===== src/common/reload_timer_pkg.sv =====
// package: register map, field positions, reset values and timing counts
package reload_timer_pkg;

  // register index map (byte address = index, 8-bit data port)
  localparam logic [3:0] REG_CTRL      = 4'h0; // mode, run, preset strobes
  localparam logic [3:0] REG_CLKSEL    = 4'h1; // source and ratio per channel
  localparam logic [3:0] REG_EVENT     = 4'h2; // event mode options
  localparam logic [3:0] REG_RELOAD0   = 4'h3; // reload value, channel 0
  localparam logic [3:0] REG_RELOAD1   = 4'h4; // reload value, channel 1
  localparam logic [3:0] REG_COUNT0_LO = 4'h5; // count nibble 0, ch 0
  localparam logic [3:0] REG_COUNT0_HI = 4'h6; // latched nibble 1, ch 0
  localparam logic [3:0] REG_COUNT1_LO = 4'h7; // count nibble 0, ch 1
  localparam logic [3:0] REG_COUNT1_HI = 4'h8; // latched nibble 1, ch 1
  localparam logic [3:0] REG_IRQ_EN    = 4'h9; // interrupt mask bits
  localparam logic [3:0] REG_IRQ_FLAG  = 4'hA; // flags, write 1 to clear
  localparam logic [3:0] REG_TOGGLE    = 4'hB; // toggle output control

  // REG_CTRL fields
  localparam int CTRL_WIDE    = 0;
  localparam int CTRL_RUN0    = 1;
  localparam int CTRL_RUN1    = 2;
  localparam int CTRL_PRESET0 = 3;
  localparam int CTRL_PRESET1 = 4;
  // REG_CLKSEL fields
  localparam int CLK_SRC0   = 0;
  localparam int CLK_RATIO0 = 1; // two bits
  localparam int CLK_SRC1   = 4;
  localparam int CLK_RATIO1 = 5; // two bits
  // REG_EVENT fields
  localparam int EV_MODE = 0;
  localparam int EV_POL  = 1;
  localparam int EV_NR   = 2;
  // REG_TOGGLE fields
  localparam int TG_CHAN = 0;
  localparam int TG_OE   = 1;

  // prescaler ratio codes
  localparam logic [1:0] RATIO_1   = 2'h0;
  localparam logic [1:0] RATIO_4   = 2'h1;
  localparam logic [1:0] RATIO_32  = 2'h2;
  localparam logic [1:0] RATIO_256 = 2'h3;
  localparam logic [7:0] DIV_MASK_4   = 8'h03;
  localparam logic [7:0] DIV_MASK_32  = 8'h1F;
  localparam logic [7:0] DIV_MASK_256 = 8'hFF;

  localparam logic [7:0] RESET_BYTE = 8'h00;
  localparam logic [7:0] COUNT_ZERO = 8'h00;
  localparam logic [7:0] COUNT_ONE  = 8'h01;

  // noise rejector: two falling edges of the 2048 Hz tick
  localparam int NR_EDGES = 2;

  // bundled per-channel settings
  typedef struct packed {
    logic       src;   // 0 slow, 1 fast oscillator
    logic [1:0] ratio; // prescaler ratio code
  } clk_cfg_t;

endpackage


===== src/hdl/ratio_prescaler.sv =====
// prescaler: divides a source tick by 1, 4, 32 or 256 while running
`timescale 1ns/1ns
module ratio_prescaler
  import reload_timer_pkg::*;
(
  input  wire logic                       clk_sys,
  input  wire logic                       resetn,
  input  wire logic                       slow_tick,  // slow oscillator tick
  input  wire logic                       fast_tick,  // fast oscillator tick
  input  wire reload_timer_pkg::clk_cfg_t cfg,        // source and ratio
  input  wire logic                       run,        // counter running
  output logic                            count_pulse // one-cycle count
);
  import reload_timer_pkg::*;

  typedef struct packed {
    logic [7:0] div;   // free divider
    logic       pulse; // registered output pulse
  } pre_state_t;

  pre_state_t st_r;
  pre_state_t st_nxt;
  logic       src_tick; // selected source tick
  logic [7:0] mask;     // terminal mask for the ratio

  // next state: source only taken in while running
  always_comb begin
    st_nxt   = st_r;
    src_tick = cfg.src ? fast_tick : slow_tick;
    case (cfg.ratio)
      RATIO_4:   mask = DIV_MASK_4;
      RATIO_32:  mask = DIV_MASK_32;
      RATIO_256: mask = DIV_MASK_256;
      default:   mask = COUNT_ZERO;
    endcase
    st_nxt.pulse = 1'b0;
    // stopped divider restarts its phase, so a run spans whole periods
    if (!run) begin
      st_nxt.div = 8'h00;
    end
    if (run && src_tick) begin
      st_nxt.div   = st_r.div + 8'h01;
      st_nxt.pulse = ((st_r.div & mask) == mask);
    end
  end

  // state register
  always_ff @(posedge clk_sys or negedge resetn) begin
    if (!resetn) begin
      st_r <= '0;
    end else begin
      st_r <= st_nxt;
    end
  end

  assign count_pulse = st_r.pulse;

  // stopped prescaler never emits
  a_pre_idle_stop: assert property (@(posedge clk_sys) disable iff (!resetn)
    !$past(run) |-> !count_pulse) else $error("pulse while stopped");

endmodule


===== src/hdl/dual_reload_down_timer.sv =====
// two 8-bit reload down counters with chaining, event input, toggle output
`timescale 1ns/1ns

// Overview of operation
// - two 8-bit reload counters, optionally one 16-bit
// - chained: channel 0 low byte, 1 high
// - wide mode: run_ch0 controls both counters
// - preset write copies reload into counter
// - run starts, stop holds count value
// - low nibble read latches high nibble
// - underflow reloads, drives flags, toggle, serial clock
// - channel 0 timer mode default; channel 1 timer only
// - event mode counts pin edges, ignores prescaler
// - polarity bit: 0 falling, 1 rising
// - noise reject: accept on second 2048 Hz fall
// - source bit: 0 slow, 1 fast oscillator
// - ratio code 11/10/01/00: 256/32/4/1
// - prescaler runs only while run bit set
// - underflow sets flag; mask gates irq
// - toggle halves chosen channel underflow rate
// - pin carries toggle when enabled, else high
// - enable ungated against toggle, may truncate pulse
// - serial clock from channel 1 toggle, enable-independent
module dual_reload_down_timer
  import reload_timer_pkg::*;
(
  input  wire logic       clk_sys,
  input  wire logic       resetn,
  input  wire logic [3:0] addr,            // register index
  input  wire logic [7:0] wdata,           // write data
  input  wire logic       wr_en,           // write strobe
  input  wire logic       rd_en,           // read strobe
  output logic      [7:0] rdata,           // read data, cycle after strobe
  input  wire logic       slow_tick,       // slow oscillator tick
  input  wire logic       fast_tick,       // fast oscillator tick
  input  wire logic       nr_clk_2048,     // internal 2048 Hz level
  input  wire logic       event_input_pin, // external event level
  output logic            toggle_port_pin, // toggle pin level
  output logic            serial_clk,      // shift clock to serial block
  output logic            irq_ch0,         // interrupt request, channel 0
  output logic            irq_ch1          // interrupt request, channel 1
);
  import reload_timer_pkg::*;

  typedef struct packed {
    logic       wide_chain_select;
    logic       run_ch0;
    logic       run_ch1;
    clk_cfg_t   cfg0;
    clk_cfg_t   cfg1;
    logic       event_mode_select;
    logic       event_edge_polarity;
    logic       noise_reject_enable;
    logic [7:0] reload_value_ch0;
    logic [7:0] reload_value_ch1;
    logic [7:0] count0;
    logic [7:0] count1;
    logic [3:0] hold0;       // latched high nibble, channel 0
    logic [3:0] hold1;       // latched high nibble, channel 1
    logic       underflow_irq_enable_ch0;
    logic       underflow_irq_enable_ch1;
    logic       underflow_flag_ch0;
    logic       underflow_flag_ch1;
    logic       toggle_channel_select;
    logic       toggle_output_enable;
    logic       tog0;        // divide-by-two of channel 0 underflow
    logic       tog1;        // divide-by-two of channel 1 underflow
    logic       ev_level;    // filtered event level
    logic       ev_prev;     // previous filtered level
    logic       nr_prev;     // previous 2048 Hz level
    logic [1:0] nr_cnt;      // falling edges seen since change
    logic [7:0] rdata;
    logic       pin;
    logic       sclk;
    logic       irq0;
    logic       irq1;
  } tmr_state_t;

  tmr_state_t st_r;
  tmr_state_t st_nxt;
  logic       pre0;      // prescaled pulse, channel 0
  logic       pre1;      // prescaled pulse, channel 1
  logic       run1_eff;  // channel 1 run as seen by its prescaler
  logic       ev_edge;   // counting edge of event input
  logic       tick0;     // channel 0 count pulse
  logic       tick1;     // channel 1 count pulse
  logic       uf0;       // channel 0 underflow
  logic       uf1;       // channel 1 underflow
  logic       nr_fall;   // falling edge of 2048 Hz clock
  logic       wr_ctrl;
  logic       wr_flag;

  // wide mode: channel 0 run bit governs both
  assign run1_eff = st_r.wide_chain_select ? st_r.run_ch0
                                           : st_r.run_ch1;

  ratio_prescaler u_pre0 (
    .clk_sys     (clk_sys),
    .resetn      (resetn),
    .slow_tick   (slow_tick),
    .fast_tick   (fast_tick),
    .cfg         (st_r.cfg0),
    .run         (st_r.run_ch0),
    .count_pulse (pre0)
  );

  ratio_prescaler u_pre1 (
    .clk_sys     (clk_sys),
    .resetn      (resetn),
    .slow_tick   (slow_tick),
    .fast_tick   (fast_tick),
    .cfg         (st_r.cfg1),
    .run         (run1_eff),
    .count_pulse (pre1)
  );

  // next state: bus, filter, counting, toggles, outputs
  always_comb begin
    st_nxt  = st_r;
    wr_ctrl = wr_en && (addr == REG_CTRL);
    wr_flag = wr_en && (addr == REG_IRQ_FLAG);

    // event filter: bypassed, or accept on second 2048 Hz fall
    nr_fall        = st_r.nr_prev && !nr_clk_2048;
    st_nxt.nr_prev = nr_clk_2048;
    if (!st_r.noise_reject_enable) begin
      st_nxt.ev_level = event_input_pin;
      st_nxt.nr_cnt   = 2'h0;
    end else if (event_input_pin == st_r.ev_level) begin
      st_nxt.nr_cnt = 2'h0; // glitch gone before acceptance
    end else if (nr_fall) begin
      if (st_r.nr_cnt == 2'(NR_EDGES - 1)) begin
        st_nxt.ev_level = event_input_pin;
        st_nxt.nr_cnt   = 2'h0;
      end else begin
        st_nxt.nr_cnt = st_r.nr_cnt + 2'h1;
      end
    end
    st_nxt.ev_prev = st_r.ev_level;
    ev_edge = st_r.event_edge_polarity
            ? (st_r.ev_level && !st_r.ev_prev)  // rising
            : (!st_r.ev_level && st_r.ev_prev); // falling

    // channel 0 clock: event edges or prescaler
    if (st_r.event_mode_select) begin
      tick0 = st_r.run_ch0 && ev_edge;
    end else begin
      // a pulse still in flight at stop is dropped here
      tick0 = st_r.run_ch0 && pre0;
    end
    uf0 = tick0 && (st_r.count0 == COUNT_ZERO);

    // channel 1 clock: own prescaler, or borrow of channel 0
    if (st_r.wide_chain_select) begin
      tick1 = uf0;
    end else begin
      tick1 = run1_eff && pre1;
    end
    uf1 = tick1 && (st_r.count1 == COUNT_ZERO);

    // counters: reload on underflow, hold when not ticking
    // wide mode: low byte borrows through ff, reloads on full underflow
    if (tick0) begin
      st_nxt.count0 = (st_r.wide_chain_select ? uf1 : uf0)
                    ? st_r.reload_value_ch0
                    : st_r.count0 - COUNT_ONE;
    end
    if (tick1) begin
      st_nxt.count1 = uf1 ? st_r.reload_value_ch1
                          : st_r.count1 - COUNT_ONE;
    end

    // toggles: channel 0 only meaningful alone
    if (uf0 && !st_r.wide_chain_select) begin
      st_nxt.tog0 = !st_r.tog0;
    end
    if (uf1) begin
      st_nxt.tog1 = !st_r.tog1;
    end

    // flags: hardware set wins over software clear
    if (wr_flag && wdata[0]) begin
      st_nxt.underflow_flag_ch0 = 1'b0;
    end
    if (wr_flag && wdata[1]) begin
      st_nxt.underflow_flag_ch1 = 1'b0;
    end
    if (uf0 && !st_r.wide_chain_select) begin
      st_nxt.underflow_flag_ch0 = 1'b1;
    end
    if (uf1) begin
      st_nxt.underflow_flag_ch1 = 1'b1;
    end

    // register writes
    if (wr_en) begin
      case (addr)
        REG_CTRL: begin
          st_nxt.wide_chain_select = wdata[CTRL_WIDE];
          st_nxt.run_ch0           = wdata[CTRL_RUN0];
          st_nxt.run_ch1           = wdata[CTRL_RUN1];
        end
        REG_CLKSEL: begin
          st_nxt.cfg0.src   = wdata[CLK_SRC0];
          st_nxt.cfg0.ratio = wdata[CLK_RATIO0+:2];
          st_nxt.cfg1.src   = wdata[CLK_SRC1];
          st_nxt.cfg1.ratio = wdata[CLK_RATIO1+:2];
        end
        REG_EVENT: begin
          st_nxt.event_mode_select   = wdata[EV_MODE];
          st_nxt.event_edge_polarity = wdata[EV_POL];
          st_nxt.noise_reject_enable = wdata[EV_NR];
        end
        REG_RELOAD0: st_nxt.reload_value_ch0 = wdata;
        REG_RELOAD1: st_nxt.reload_value_ch1 = wdata;
        REG_IRQ_EN: begin
          st_nxt.underflow_irq_enable_ch0 = wdata[0];
          st_nxt.underflow_irq_enable_ch1 = wdata[1];
        end
        REG_TOGGLE: begin
          st_nxt.toggle_channel_select = wdata[TG_CHAN];
          st_nxt.toggle_output_enable  = wdata[TG_OE];
        end
        default: ; // flags handled above, rest read-only
      endcase
    end

    // preset strobes beat a same-cycle count
    if (wr_ctrl && wdata[CTRL_PRESET0]) begin
      st_nxt.count0 = st_r.reload_value_ch0;
    end
    if (wr_ctrl && wdata[CTRL_PRESET1]) begin
      st_nxt.count1 = st_r.reload_value_ch1;
    end

    // reads: low nibble read latches high nibble
    st_nxt.rdata = RESET_BYTE;
    if (rd_en) begin
      case (addr)
        REG_CTRL: st_nxt.rdata = {5'h0_0, st_r.run_ch1, st_r.run_ch0,
                                  st_r.wide_chain_select};
        REG_CLKSEL: st_nxt.rdata = {1'b0, st_r.cfg1.ratio, st_r.cfg1.src,
                                    1'b0, st_r.cfg0.ratio, st_r.cfg0.src};
        REG_EVENT: st_nxt.rdata = {5'h0_0, st_r.noise_reject_enable,
                                   st_r.event_edge_polarity,
                                   st_r.event_mode_select};
        REG_RELOAD0: st_nxt.rdata = st_r.reload_value_ch0;
        REG_RELOAD1: st_nxt.rdata = st_r.reload_value_ch1;
        REG_COUNT0_LO: begin
          st_nxt.rdata = {4'h0, st_r.count0[3:0]};
          st_nxt.hold0 = st_r.count0[7:4];
        end
        REG_COUNT0_HI: st_nxt.rdata = {4'h0, st_r.hold0};
        REG_COUNT1_LO: begin
          st_nxt.rdata = {4'h0, st_r.count1[3:0]};
          st_nxt.hold1 = st_r.count1[7:4];
        end
        REG_COUNT1_HI: st_nxt.rdata = {4'h0, st_r.hold1};
        REG_IRQ_EN: st_nxt.rdata = {6'h0_0, st_r.underflow_irq_enable_ch1,
                                    st_r.underflow_irq_enable_ch0};
        REG_IRQ_FLAG: st_nxt.rdata = {6'h0_0, st_r.underflow_flag_ch1,
                                      st_r.underflow_flag_ch0};
        REG_TOGGLE: st_nxt.rdata = {6'h0_0, st_r.toggle_output_enable,
                                    st_r.toggle_channel_select};
        default: st_nxt.rdata = RESET_BYTE; // unmapped reads zero
      endcase
    end

    // outputs; enable not synchronised to toggle, pulses may be cut
    st_nxt.pin = st_r.toggle_output_enable
               ? (st_r.toggle_channel_select ? st_r.tog1 : st_r.tog0)
               : 1'b1;
    st_nxt.sclk = st_r.tog1;
    st_nxt.irq0 = st_r.underflow_flag_ch0 && st_r.underflow_irq_enable_ch0;
    st_nxt.irq1 = st_r.underflow_flag_ch1 && st_r.underflow_irq_enable_ch1;
  end

  // state register; all control bits clear, pin idles high
  always_ff @(posedge clk_sys or negedge resetn) begin
    if (!resetn) begin
      st_r     <= '0;
      st_r.pin <= 1'b1;
    end else begin
      st_r <= st_nxt;
    end
  end

  assign rdata           = st_r.rdata;
  assign toggle_port_pin = st_r.pin;
  assign serial_clk      = st_r.sclk;
  assign irq_ch0         = st_r.irq0;
  assign irq_ch1         = st_r.irq1;

  a_preset_loads_ch0: assert property (@(posedge clk_sys) disable iff (!resetn)
    (wr_en && addr == REG_CTRL && wdata[CTRL_PRESET0])
    |=> st_r.count0 == $past(st_r.reload_value_ch0))
    else $error("preset did not load ch0");
  a_stop_holds_count: assert property (@(posedge clk_sys) disable iff (!resetn)
    (!st_r.run_ch0 && !(wr_en && addr == REG_CTRL)) |=> $stable(st_r.count0))
    else $error("stopped counter moved");
  a_underflow_reload: assert property (@(posedge clk_sys) disable iff (!resetn)
    (uf1 && !(wr_en && addr == REG_CTRL))
    |=> st_r.count1 == $past(st_r.reload_value_ch1))
    else $error("no reload on underflow");
  a_flag_set_uf: assert property (@(posedge clk_sys) disable iff (!resetn)
    uf1 |=> st_r.underflow_flag_ch1)
    else $error("flag not set by underflow");
  a_irq_masked: assert property (@(posedge clk_sys) disable iff (!resetn)
    !st_r.underflow_irq_enable_ch0 |=> !irq_ch0)
    else $error("masked irq raised");
  a_flag_clear_w1: assert property (@(posedge clk_sys) disable iff (!resetn)
    (wr_flag && wdata[0] && !uf0) |=> !st_r.underflow_flag_ch0)
    else $error("flag not cleared");
  a_pin_high_off: assert property (@(posedge clk_sys) disable iff (!resetn)
    !st_r.toggle_output_enable |=> toggle_port_pin)
    else $error("pin not high when disabled");
  a_toggle_flips: assert property (@(posedge clk_sys) disable iff (!resetn)
    uf1 |=> ##1 serial_clk != $past(serial_clk, 1))
    else $error("serial clock did not toggle");
  a_wide_chain_tick: assert property (@(posedge clk_sys) disable iff (!resetn)
    (st_r.wide_chain_select && !uf0 && !(wr_en && addr == REG_CTRL))
    |=> $stable(st_r.count1))
    else $error("high byte moved without borrow");
  a_event_ignores_pre: assert property (@(posedge clk_sys) disable iff (!resetn)
    (st_r.event_mode_select && !ev_edge && !(wr_en && addr == REG_CTRL))
    |=> $stable(st_r.count0))
    else $error("event mode counted without edge");

endmodule


===== config.mk =====
export PLATFORM = sky130hd
export DESIGN_NAME = dual_reload_down_timer
export DESIGN_NICKNAME = d
export VERILOG_FILES = /design/src/common/reload_timer_pkg.sv /design/src/hdl/ratio_prescaler.sv /design/src/hdl/dual_reload_down_timer.sv
export SDC_FILE = /design/constraint.sdc
export NUM_CORES = 1
export LEC_CHECK = 0
export ABC_AREA = 1
export BUFFER_PORTS_ARGS = -buffer_cell sky130_fd_sc_hd__buf_2
export CORE_UTILIZATION = 25
export DETAILED_ROUTE_END_ITERATION = 7
export PLACE_DENSITY = 0.46
export SETUP_SLACK_MARGIN = 0.02
export SYNTH_ARGS = -nofsm -noshare
export SYNTH_HDL_FRONTEND = slang
export SYNTH_SLANG_ARGS = --single-unit

===== constraint.sdc =====
create_clock -name clk_sys -period 4.57 [get_ports clk_sys]
set_input_delay 0.2285 -clock clk_sys [delete_from_list [all_inputs] [get_ports clk_sys]]
set_output_delay 0.2285 -clock clk_sys [all_outputs]
set_load 0.1 [all_outputs]

==> results of run 1 <==
==> path summary, 6_finish.rpt <==
kind,startpoint,to,slack [ps],cells after the start
max reg2reg,st_r[41],st_r[35],2610,9
min in group asynchronous,resetn,u_pre0.st_r[8],420,2
max in group asynchronous,resetn,rdata[5],3040,3
min reg2reg,st_nxt[2],serial_clk,450,0
min,wdata[1],st_r[75],110,3
max,st_r[41],st_r[35],2610,9
==> cell type report <==
type	count	share of cell area [%]
clock buffers	9	4.00
flip-flops and latches	95	42.2
well taps	260	5.78
inverters	97	6.47
repair buffers	34	3.29
clock inverters	7	1.71
multi-input cells	392	36.5
==> where the power goes <==
group          switching, W  internal, W
Sequential         0.000189      0.00105
Clock              0.000336     0.000480
Combinational      0.000569     0.000304
Total               0.00109      0.00183
==> cells in the final DEF, fill, tap and decap left out, types with 3 or more instances in the layout <==
cell type and count:
a211oi_1 3, a21oi_1 15, buf_2 30, clkbuf_16 9, clkinvlp_4 3, dfrtp_1 94
ha_1 5, inv_1 88, inv_2 9, mux2_2 3, nand2_1 148, nand2_2 10
nand2_4 3, nand3_1 40, nand3b_1 5, nor2_1 31, nor2_2 8, nor2_4 3
nor3_1 11, nor4_1 3, o21ai_0 32, o21ai_1 26, o221ai_1 4, o22ai_1 6
xnor2_1 5, xor2_1 9
==> metal layers <==
| metal | share of wire, % | vias up | global-route usage, % |
|---|---|---|---|
| met2 | 45 | 76 | 21.2 |
| met5 | 0 | - | 0 |
| met3 | 5.0 | 10 | 3.10 |
| met1 | 49 | 1889 | 18.5 |
| li1 | - | 1971 | - |
| met4 | 1.1 | 0 | 3.68 |
==> stage by stage <==
step	hold WS, ps	utilization (%)
after floorplan	-67.1	-
after global placement	269	27.9
after detailed placement	278	27.9
after CTS	99.4	29.7
after global routing	116	29.7
final	106	29.7
==> worst max-delay path, delay by kind of cell (launching register included) <==
kind                     cells  cell delay (ps)
adder cells (fa/ha/maj)      1              190
buffers and inverters        2              370
flip-flops                   1              420
AND/OR/NAND/NOR              6              870
==> state kept, by name (all words and copies together), names as in the netlist <==
signal              count
st_r                   63
rdata                   8
u_pre0.st_r             8
u_pre1.st_r             8
st_nxt                  2
irq_ch0                 1
irq_ch1                 1
serial_clk              1
toggle_port_pin         1
u_pre0.count_pulse      1
u_pre1.count_pulse      1
==> logic make-up after synthesis <==
kind of cell / after synthesis
AO/OA/AOI/OAI: 97
XOR/XNOR: 14
adder cells (fa/ha/maj): 5
buffers and inverters: 112
flip-flops: 95
multiplexers: 3
AND/OR/NAND/NOR: 273
==> repair_timing <==
action	4_1_cts	5_1_grt
gates resized for setup	0	0
hold buffers	2	0
endpoints found under the hold margin	44	0
==> results.ini, run 1 <==
[timing]
worst-slew-pin-transition_ps = 685
drv_slew = 0
unrepaired_setup_endpoints_after_global_routing = false
timing.clock.skew_ps = 12.6
finalSetupTns_ps = 0
postLayoutSetupSlackWorst_ps = 2610
timing.final.crit_share_pct = 42.8
finalWorstPathRequiredPeriod_ps = 1960
timing_hold_violations_final = 0
finalSetupViolCount = 0
achievable-frequency_mhz = 512
slew_headroom_pct = 54.3

[yosys]
synthTopCellsByArea = dfrtp_1 48%, nand2_1 11%, inv_1 6.7%, nand3_1 4.1%, o21ai_0 3.3%
async_flop_share_pct = 100
ys_ff_latch = 95
synth.distinct_cells = 45
postSynthCellCount = 599
synthSimpleGateAreaFrac_pct = 26.1
post_synth_instance_area_sq_mm = 0.00490
yosysTopAreaCellShare_pct = 48.0
synth_edf_count = 0
synth_top_area_cell = dfrtp_1
synth_compound_area_share_pct = 11.3
yosys_most_used_dff = dfrtp_1
synth.area.mux_share_pct = 0.689
yosysSeqAreaShare_pct = 48.5
post_synthesis_xor_xnor_area_fraction_pct = 2.50
syn-num-nets = 624
synth-adder-area-share_pct = 1.28
postSynthAreaPerCell_sq_um = 8.19
synth-warning-count = 0
yosysMostFrequentCell = nand2_1
synth_top_family_by_area = simple AND/OR/NAND/NOR gates
netlist_top_cells_count = 148 x nand2_1, 94 x dfrtp_1, 88 x inv_1

[clock_network]
tritoncts = done
clock_latency_ps = 360
clock_root_cell = clkbuf_16
tritoncts_num_sinks = 95
cts_max_level = 3
cts_setup_buffers = 0
cts_buffers = 9
worst_setup_hold_path_clk_slew_ps = 70
clock_tree.buffer_depth = 2

[layout]
n_fill_cell = 2042
diodes = 0
layout.area.seq_sq_mm = 0.00238
multi_input_comb_area_sq_mm = 0.00206
design_area_sq_mm = 0.00563
area.growth.synth_to_final_pct = 14.8
stdcell_count = 894
post_route_cells_drive_above_1_share_pct = 15.0
final_net_count = 654

[detailed_routing]
total_wire_length_microns = 12600
routed_length_per_instance_microns = 14.1
drt-pass1-iter-count = 4
drc = 0
dr.first_iter.drc_count = 234
postRouteAntennaNets = 0
detailroute.via_count = 3946
viasPerCell = 4.41

[job]
cap_viol_max_count = 0

[worst_setup_path]
critPathMaxFanout = 11
cpPeakStageDelay_ps = 420
worstPathArrival_ps = 2200
worst_setup_path_category = reg2reg
worst_path_max_delay_cell = dfrtp_1
worstSetupEndpointType = register
critical_path_required_ps = 4810
worstPathCellList = inv_1 > ha_1 > nand2_2 > nor2_4 > nand4_2 > nand3_1 > inv_1 > nand2_1 > nand2_1
crit_path_start_kind = register

[floorplan]
floorplan.die_area_sq_mm = 0.0202
ioPinCount = 32
initial_utilization_pct = 25.9
die_height_microns = 142
floorplan.rows = 50
placeableCoreArea_sq_mm = 0.0190
fp.dieW_microns = 142

[power_and_ir_drop]
p_per_cell_area_mw_per_mm2 = 519
post-layout-total-power_w = 0.00292
static-leakage-power_nw = 2.73
vdd_drop_max_uv = 186

[placement]
placed_cells_incl_taps = 876
detailedPlacementHpwl_microns = 9680
gpl.final_weighted_congestion = 0.847
pre_cts_ws_ps = 2520
detailed_place.area_sq_mm = 0.00529
total_of_buffers_placed_on_input_and_output_ports = 31

[grt]
grt_antenna_before_repair = 0
via_count_of_the_first_global_routing_pass = 3954
wire_length_of_the_first_global_routing_pass_microns = 20900
grt.overflow.total = 0
global_route_usage_sum_pct = 13.5
grt_max_degree = 52

[run_status]
status = complete, no violations

[worst_hold_path]
hold_path.class = in2reg

Note: power is estimated with default switching activity, not from simulation.
==> run 2: changes to the inputs <==
PLACE_DENSITY = 0.47   (was 0.46)
clock period = 1.68 ns   (was 4.57 ns; I/O delays follow)
==> run 2 against run 1 <==
Compared with the run above:
- the run now ends with negative setup slack left
- clock skew rose by 2.7 ps
- final cell count is 6.0% higher
- via count increased by 5.3%
- setup slack got worse by 2700 ps
- critical path type unchanged
- critical endpoint is now st_r[46]
- largest power group unchanged
==> results.ini, run 2 (same netlist as run 1, synthesis figures left out) <==
[run_status]
status = finished, violations left
violations = negative setup slack

[layout]
mostFrequentLayoutCell = nand2_1
final_net_count = 708  ; +8.3%
post_route_cells_drive_above_1_share_pct = 25.6  ; +11 points
stdcell_count = 948  ; +6.0%
max_flop_register = st_r
design_area_sq_mm = 0.00622  ; +11%
layout.cells.most_common_list = 141 x nand2_1, 93 x dfrtp_1, 85 x inv_1, 47 x buf_4, 32 x o21ai_0
multi_input_comb_area_sq_mm = 0.00226  ; +9.7%
layout.area.seq_sq_mm = 0.00238  ; about the same
area.growth.synth_to_final_pct = 26.9
largest_register_ffs = 63  ; unchanged
diodes = 0  ; unchanged
n_fill_cell = 1988  ; -2.6%

[detailed_routing]
detailroute.via_count = 4154  ; +5.3%
viasPerCell = 4.38  ; -0.73%
total_wire_length_microns = 13500  ; +7.1%
dr.first_iter.drc_count = 220  ; -6.0%
drc = 0  ; unchanged
drt-pass1-iter-count = 4  ; unchanged
postRouteAntennaNets = 0  ; unchanged
routed_length_per_instance_microns = 14.3  ; +0.99%

[clock_network]
clock_tree.buffer_depth = 2  ; unchanged
worst_setup_hold_path_clk_slew_ps = 70  ; about the same
clock_root_cell = clkbuf_16
tritoncts_num_sinks = 95  ; unchanged
cts_buffers = 9  ; unchanged
cts_max_level = 3  ; unchanged
tritoncts = done
clock_latency_ps = 360  ; about the same

[placement]
gpl.final_weighted_congestion = 0.848  ; about the same
placed_cells_incl_taps = 910  ; +3.9%
detailedPlacementHpwl_microns = 10200  ; +5.4%
total_of_buffers_placed_on_input_and_output_ports = 31  ; unchanged
detailed_place.area_sq_mm = 0.00557  ; +5.3%

[timing]
timing.clock.skew_ps = 15.3  ; +2.67 ps
whs_ps = 29.6  ; -76.8 ps
finalSetupViolCount = 11  ; +11
finalWorstPathRequiredPeriod_ps = 1720  ; -239 ps
slew_headroom_pct = 67.5  ; +13 points
unrepaired_setup_endpoints_after_global_routing = true
achievable-frequency_mhz = 583  ; +14%
timing_hold_violations_final = 0  ; unchanged
drv_slew = 0  ; unchanged
timing.final.crit_share_pct = 102  ; +59 points
finalSetupTns_ps = -263  ; -263 ps
worst-slew-pin-transition_ps = 491  ; -194 ps
postLayoutSetupSlackWorst_ps = -36.3  ; -2650 ps

[worst_setup_path]
worst_setup_path_category = reg2reg
worstSetupEndpointType = register
critical_path_required_ps = 1910  ; -2900 ps
setup.reg_to_reg.worst_slack_ps = -40  ; -2650 ps
crit_path_start_kind = register
cpPeakStageDelay_ps = 390  ; -30 ps
worstPathCellList = inv_2 > ha_4 > nand4_1 > nor3_4 > nand3_4 > nand2_8 > nand2_2 > nand3_2 > nand2_1
worst-path-buf-inv = 1  ; -1
path_delay_family = simple AND/OR/NAND/NOR gates
critPathMaxFanout = 8  ; -3
worst_path_max_delay_cell = dfrtp_1
worstPathArrival_ps = 1950  ; -250 ps

[power_and_ir_drop]
static-leakage-power_nw = 3.03  ; +11%
p_per_cell_area_mw_per_mm2 = 1360  ; +160%
vdd_drop_max_uv = 551  ; +200%

[job]
cap_viol_max_count = 0  ; unchanged

[floorplan]
floorplan.rows = 50  ; unchanged
fp.dieW_microns = 142  ; unchanged
floorplan.die_area_sq_mm = 0.0202  ; unchanged
die_height_microns = 142  ; unchanged
ioPinCount = 32  ; unchanged
placeableCoreArea_sq_mm = 0.0190  ; unchanged
initial_utilization_pct = 25.9  ; unchanged

[grt]
wire_length_of_the_first_global_routing_pass_microns = 21800  ; +4.0%
grt_max_degree = 34  ; -35%
via_count_of_the_first_global_routing_pass = 4165  ; +5.3%
global_route_usage_sum_pct = 14.2  ; +0.72 points
grt_antenna_before_repair = 0  ; unchanged
grt.overflow.total = 0  ; unchanged

[worst_hold_path]
hold_path.class = in2reg

[run 2: area by class of cell]
| cell class | instances | area share, % |
|---|---|---|
| tap | 260 | 5.23 |
| multi-input combinational | 395 | 36.2 |
| clock buffer | 9 | 3.62 |
| sequential | 95 | 38.2 |
| inverter | 97 | 5.85 |
| timing repair buffer | 85 | 9.69 |
| clock inverter | 7 | 1.15 |
[run 2: worst register-to-register path, stage by stage (launching register included)]
cell and delay (ps):
dfrtp_1 390, inv_2 90, ha_4 140, nand4_1 180, nor3_4 320, nand3_4 170
nand2_8 150, nand2_2 60, nand3_2 50, nand2_1 60
[run 2: through the flow]
stage | power, W | worst slack, ps | utilization [%]
floorplan | 0.00509 | 31.6 | -
global placement | 0.00604 | 5.78 | 29.4
detailed placement | 0.00607 | -46.6 | 29.4
CTS | 0.00841 | -0.218 | 32.2
global route | 0.00903 | -116 | 32.8
finish | 0.00847 | -36.3 | 32.8
[run 2: what timing repair did]
action	4_1_cts	5_1_grt
hold endpoints to repair	34	0
pin swaps	5	6
hold buffers	6	0
cloned	2	1
setup buffers	8	5
gates resized for setup	21	20
setup endpoints to repair	16	25
[run 2: final timing paths]
path	startpoint	end	cells past startpoint
worst min register to register	st_nxt[2]	serial_clk	0
worst max register to register	st_r[33]	st_r[46]	9
min in group asynchronous	resetn	st_r[26]	2
worst max-delay path	st_r[33]	st_r[46]	9
worst min-delay path	wdata[6]	st_r[69]	3
max in group asynchronous	resetn	u_pre0.st_r[8]	3
[run 2: power breakdown]
group	switching [W]	internal, W	total [W]
Combinational	0.00189	0.00123	0.00312
Clock	0.000920	0.00116	0.00208
Sequential	0.000421	0.00285	0.00327
[run 2: per-layer routing]
layer	up-vias	part of all wire (%)	global-route usage (%)
met5	-	0	0
met4	0	3.1	7.41
met3	25	3.5	2.56
met2	77	46	22.2
met1	1968	48	18.7
li1	2084	-	-
==> run 3: changes to the inputs <==
SETUP_SLACK_MARGIN = unset   (was 0.02)
==> run 3 against run 2 <==
Compared with the run above:
- the flow still finishes with violations (negative setup slack)
- sequential power barely moved
- sequential share of layout area fell by 0.23 points
- clock skew fell by 1.2 ps
- utilization rose by 0.20 points
- final area rose by 0.60%
- clock power barely moved
- final cell count fell by 0.21%
- combinational power rose by 2%
- first-iteration DRC count fell by 5.0%
- sequential cell count did not move
- highest routed layer unchanged
==> results.ini, run 3 (same netlist as run 1, synthesis figures left out) <==
[run_status]
status = finished, violations left
violations = negative setup slack

[placement]
detailedPlacementHpwl_microns = 10200  ; unchanged
gpl.final_weighted_congestion = 0.848  ; unchanged
total_of_buffers_placed_on_input_and_output_ports = 31  ; unchanged

[floorplan]
initial_utilization_pct = 25.9  ; unchanged
fp.dieW_microns = 142  ; unchanged
die_height_microns = 142  ; unchanged
floorplan.die_area_sq_mm = 0.0202  ; unchanged
ioPinCount = 32  ; unchanged
placeableCoreArea_sq_mm = 0.0190  ; unchanged
floorplan.rows = 50  ; unchanged

[detailed_routing]
routed_length_per_instance_microns = 14.2  ; -0.54%
postRouteAntennaNets = 0  ; unchanged
dr.first_iter.drc_count = 209  ; -5.0%
drt-pass1-iter-count = 5  ; +1
viasPerCell = 4.39  ; +0.24%
total_wire_length_microns = 13400  ; -0.75%
detailroute.via_count = 4155  ; +0.024%
drc = 0  ; unchanged

[clock_network]
tritoncts_num_sinks = 95  ; unchanged
clock_tree.buffer_depth = 2  ; unchanged
cts_max_level = 3  ; unchanged
tritoncts = done
worst_setup_hold_path_clk_slew_ps = 70  ; about the same
cts_buffers = 9  ; unchanged
clock_root_cell = clkbuf_16
clock_latency_ps = 350  ; about the same

[worst_setup_path]
setup.reg_to_reg.worst_slack_ps = -30  ; about the same
worstSetupEndpointType = register
worst_path_max_delay_cell = dfrtp_1
worstPathArrival_ps = 1950  ; about the same
worst_setup_path_category = reg2reg
critPathMaxFanout = 7  ; -1
reg2reg_depth = 9  ; unchanged
crit_path_start_kind = register
worstReg2RegStart = st_r[34]
path_delay_family = simple AND/OR/NAND/NOR gates
critical_path_required_ps = 1920  ; about the same
worstPathCellList = inv_2 > ha_4 > nand4_1 > nor3_4 > nand2_4 > nand2_8 > nand2_2 > nand3_2 > o21ai_1
cpPeakStageDelay_ps = 390  ; about the same
r2r-end = st_r[34]
worst-path-buf-inv = 1  ; unchanged

[grt]
grt.overflow.total = 0  ; unchanged
grt_antenna_before_repair = 0  ; unchanged
wire_length_of_the_first_global_routing_pass_microns = 21600  ; -0.73%
grt_max_degree = 34  ; unchanged
global_route_usage_sum_pct = 14.1  ; -0.10 points
via_count_of_the_first_global_routing_pass = 4111  ; -1.3%

[power_and_ir_drop]
post-layout-total-power_w = 0.00850  ; +0.40%
static-leakage-power_nw = 3.04  ; +0.52%
vdd_drop_max_uv = 550  ; -0.22%
p_per_cell_area_mw_per_mm2 = 1360  ; -0.20%

[timing]
slew_headroom_pct = 67.5  ; about the same
postLayoutSetupSlackWorst_ps = -30.8  ; +5.52 ps
unrepaired_setup_endpoints_after_global_routing = true
timing_hold_violations_final = 0  ; unchanged
timing.clock.skew_ps = 14.1  ; -1.19 ps
finalWorstPathRequiredPeriod_ps = 1710  ; -5.52 ps
finalSetupViolCount = 9  ; -2
drv_slew = 0  ; unchanged
timing.final.crit_share_pct = 102  ; -0.33 points
finalSetupTns_ps = -114  ; +149 ps
worst-slew-pin-transition_ps = 491  ; -0.0865 ps
achievable-frequency_mhz = 585  ; +0.32%

[layout]
largest_register_ffs = 63  ; unchanged
layout.cells.most_common_list = 140 x nand2_1, 93 x dfrtp_1, 85 x inv_1, 44 x buf_4, 32 x o21ai_0
final_net_count = 706  ; -0.28%
final_core_util_pct = 33.0  ; +0.20 points
area.growth.synth_to_final_pct = 27.7
diodes = 0  ; unchanged
n_fill_cell = 1983  ; -0.25%
post_route_cells_drive_above_1_share_pct = 25.7  ; +0.075 points
mostFrequentLayoutCell = nand2_1
max_flop_register = st_r

[job]
cap_viol_max_count = 0  ; unchanged

[worst_hold_path]
hold_path.class = in2reg
hold-path-cell-count = 3  ; unchanged
whs_endpoint = st_r[69]
hold_path_start = wdata[6]

run 3: changes by cell type in the layout (fill, tap and decap cells not counted), sizes merged:
cell and change:
nor2 -1, buf -1
run 3: where the power goes:
group          internal [W]  switching (W)  leakage (nW)
registers           0.00285       0.000421          1.23
clock network       0.00116       0.000907         0.150
logic               0.00125        0.00192          1.67
total               0.00525        0.00325          3.04
run 3: timing repair:
action                     in CTS  in global routing
gates resized for setup         9                 39
pin swaps                       1                 12
setup buffers                   4                  8
gates cloned                    1                  1
setup endpoints to repair      16                 19
hold buffers                    6                  0
hold endpoints to repair       34                  0
run 3: area by class of cell:
class / count / area [sq um] / share of cell area (%)
inverters: 97 / 364 / 5.81
clock inverters: 7 / 71.3 / 1.14
well taps: 260 / 325 / 5.19
clock buffers: 9 / 225 / 3.60
repair buffers: 84 / 612 / 9.77
multi-input cells: 394 / 2280 / 36.5
flip-flops and latches: 95 / 2380 / 38.0
run 3: worst max path at each step:
| stage | slack (ps) | startpoint | end | cells past startpoint |
|---|---|---|---|---|
| 2_1_floorplan | 30 | st_r[33] | st_r[41] | 9 |
| 3_3_place_gp | 6 | st_r[42] | st_r[44] | 11 |
| 3_5_place_dp | -50 | st_r[42] | st_r[44] | 11 |
| 4_1_cts | -5 | st_r[33] | st_r[34] | 9 |
| 5_1_grt | -130 | st_r[33] | st_r[34] | 9 |
| 6_report | -30 | st_r[34] | st_r[34] | 9 |
run 3: worst reg2reg max path, stage by stage (launching register included):
cell     delay (ps)
dfrtp_1         390
inv_2            90
ha_4            130
nand4_1         170
nor3_4          320
nand2_4         170
nand2_8         160
nand2_2          60
nand3_2          60
o21ai_1          60
run 3: through the flow:
stage / std cells / hold WS, ps / cell area, sq um / setup slack [ps]
after CTS: 937 / 35.3 / 6000 / -4.58
after detailed placement: 910 / 48.3 / 5570 / -46.6
after floorplan: 599 / -212 / 4900 / 31.6
after global placement: 910 / 47.6 / 5570 / 5.78
after global routing: 946 / 61.0 / 6260 / -132
final: 946 / 30.8 / 6260 / -30.8
run 3: routing by layer:
| metal | vias to the layer above | wire, microns | GRT usage, % |
|---|---|---|---|
| li1 | 2079 | - | - |
| met1 | 1990 | 6340 | 18.7 |
| met2 | 67 | 6300 | 22.3 |
| met3 | 19 | 518 | 2.59 |
| met4 | 0 | 258 | 6.56 |
| met5 | - | 0 | 0 |
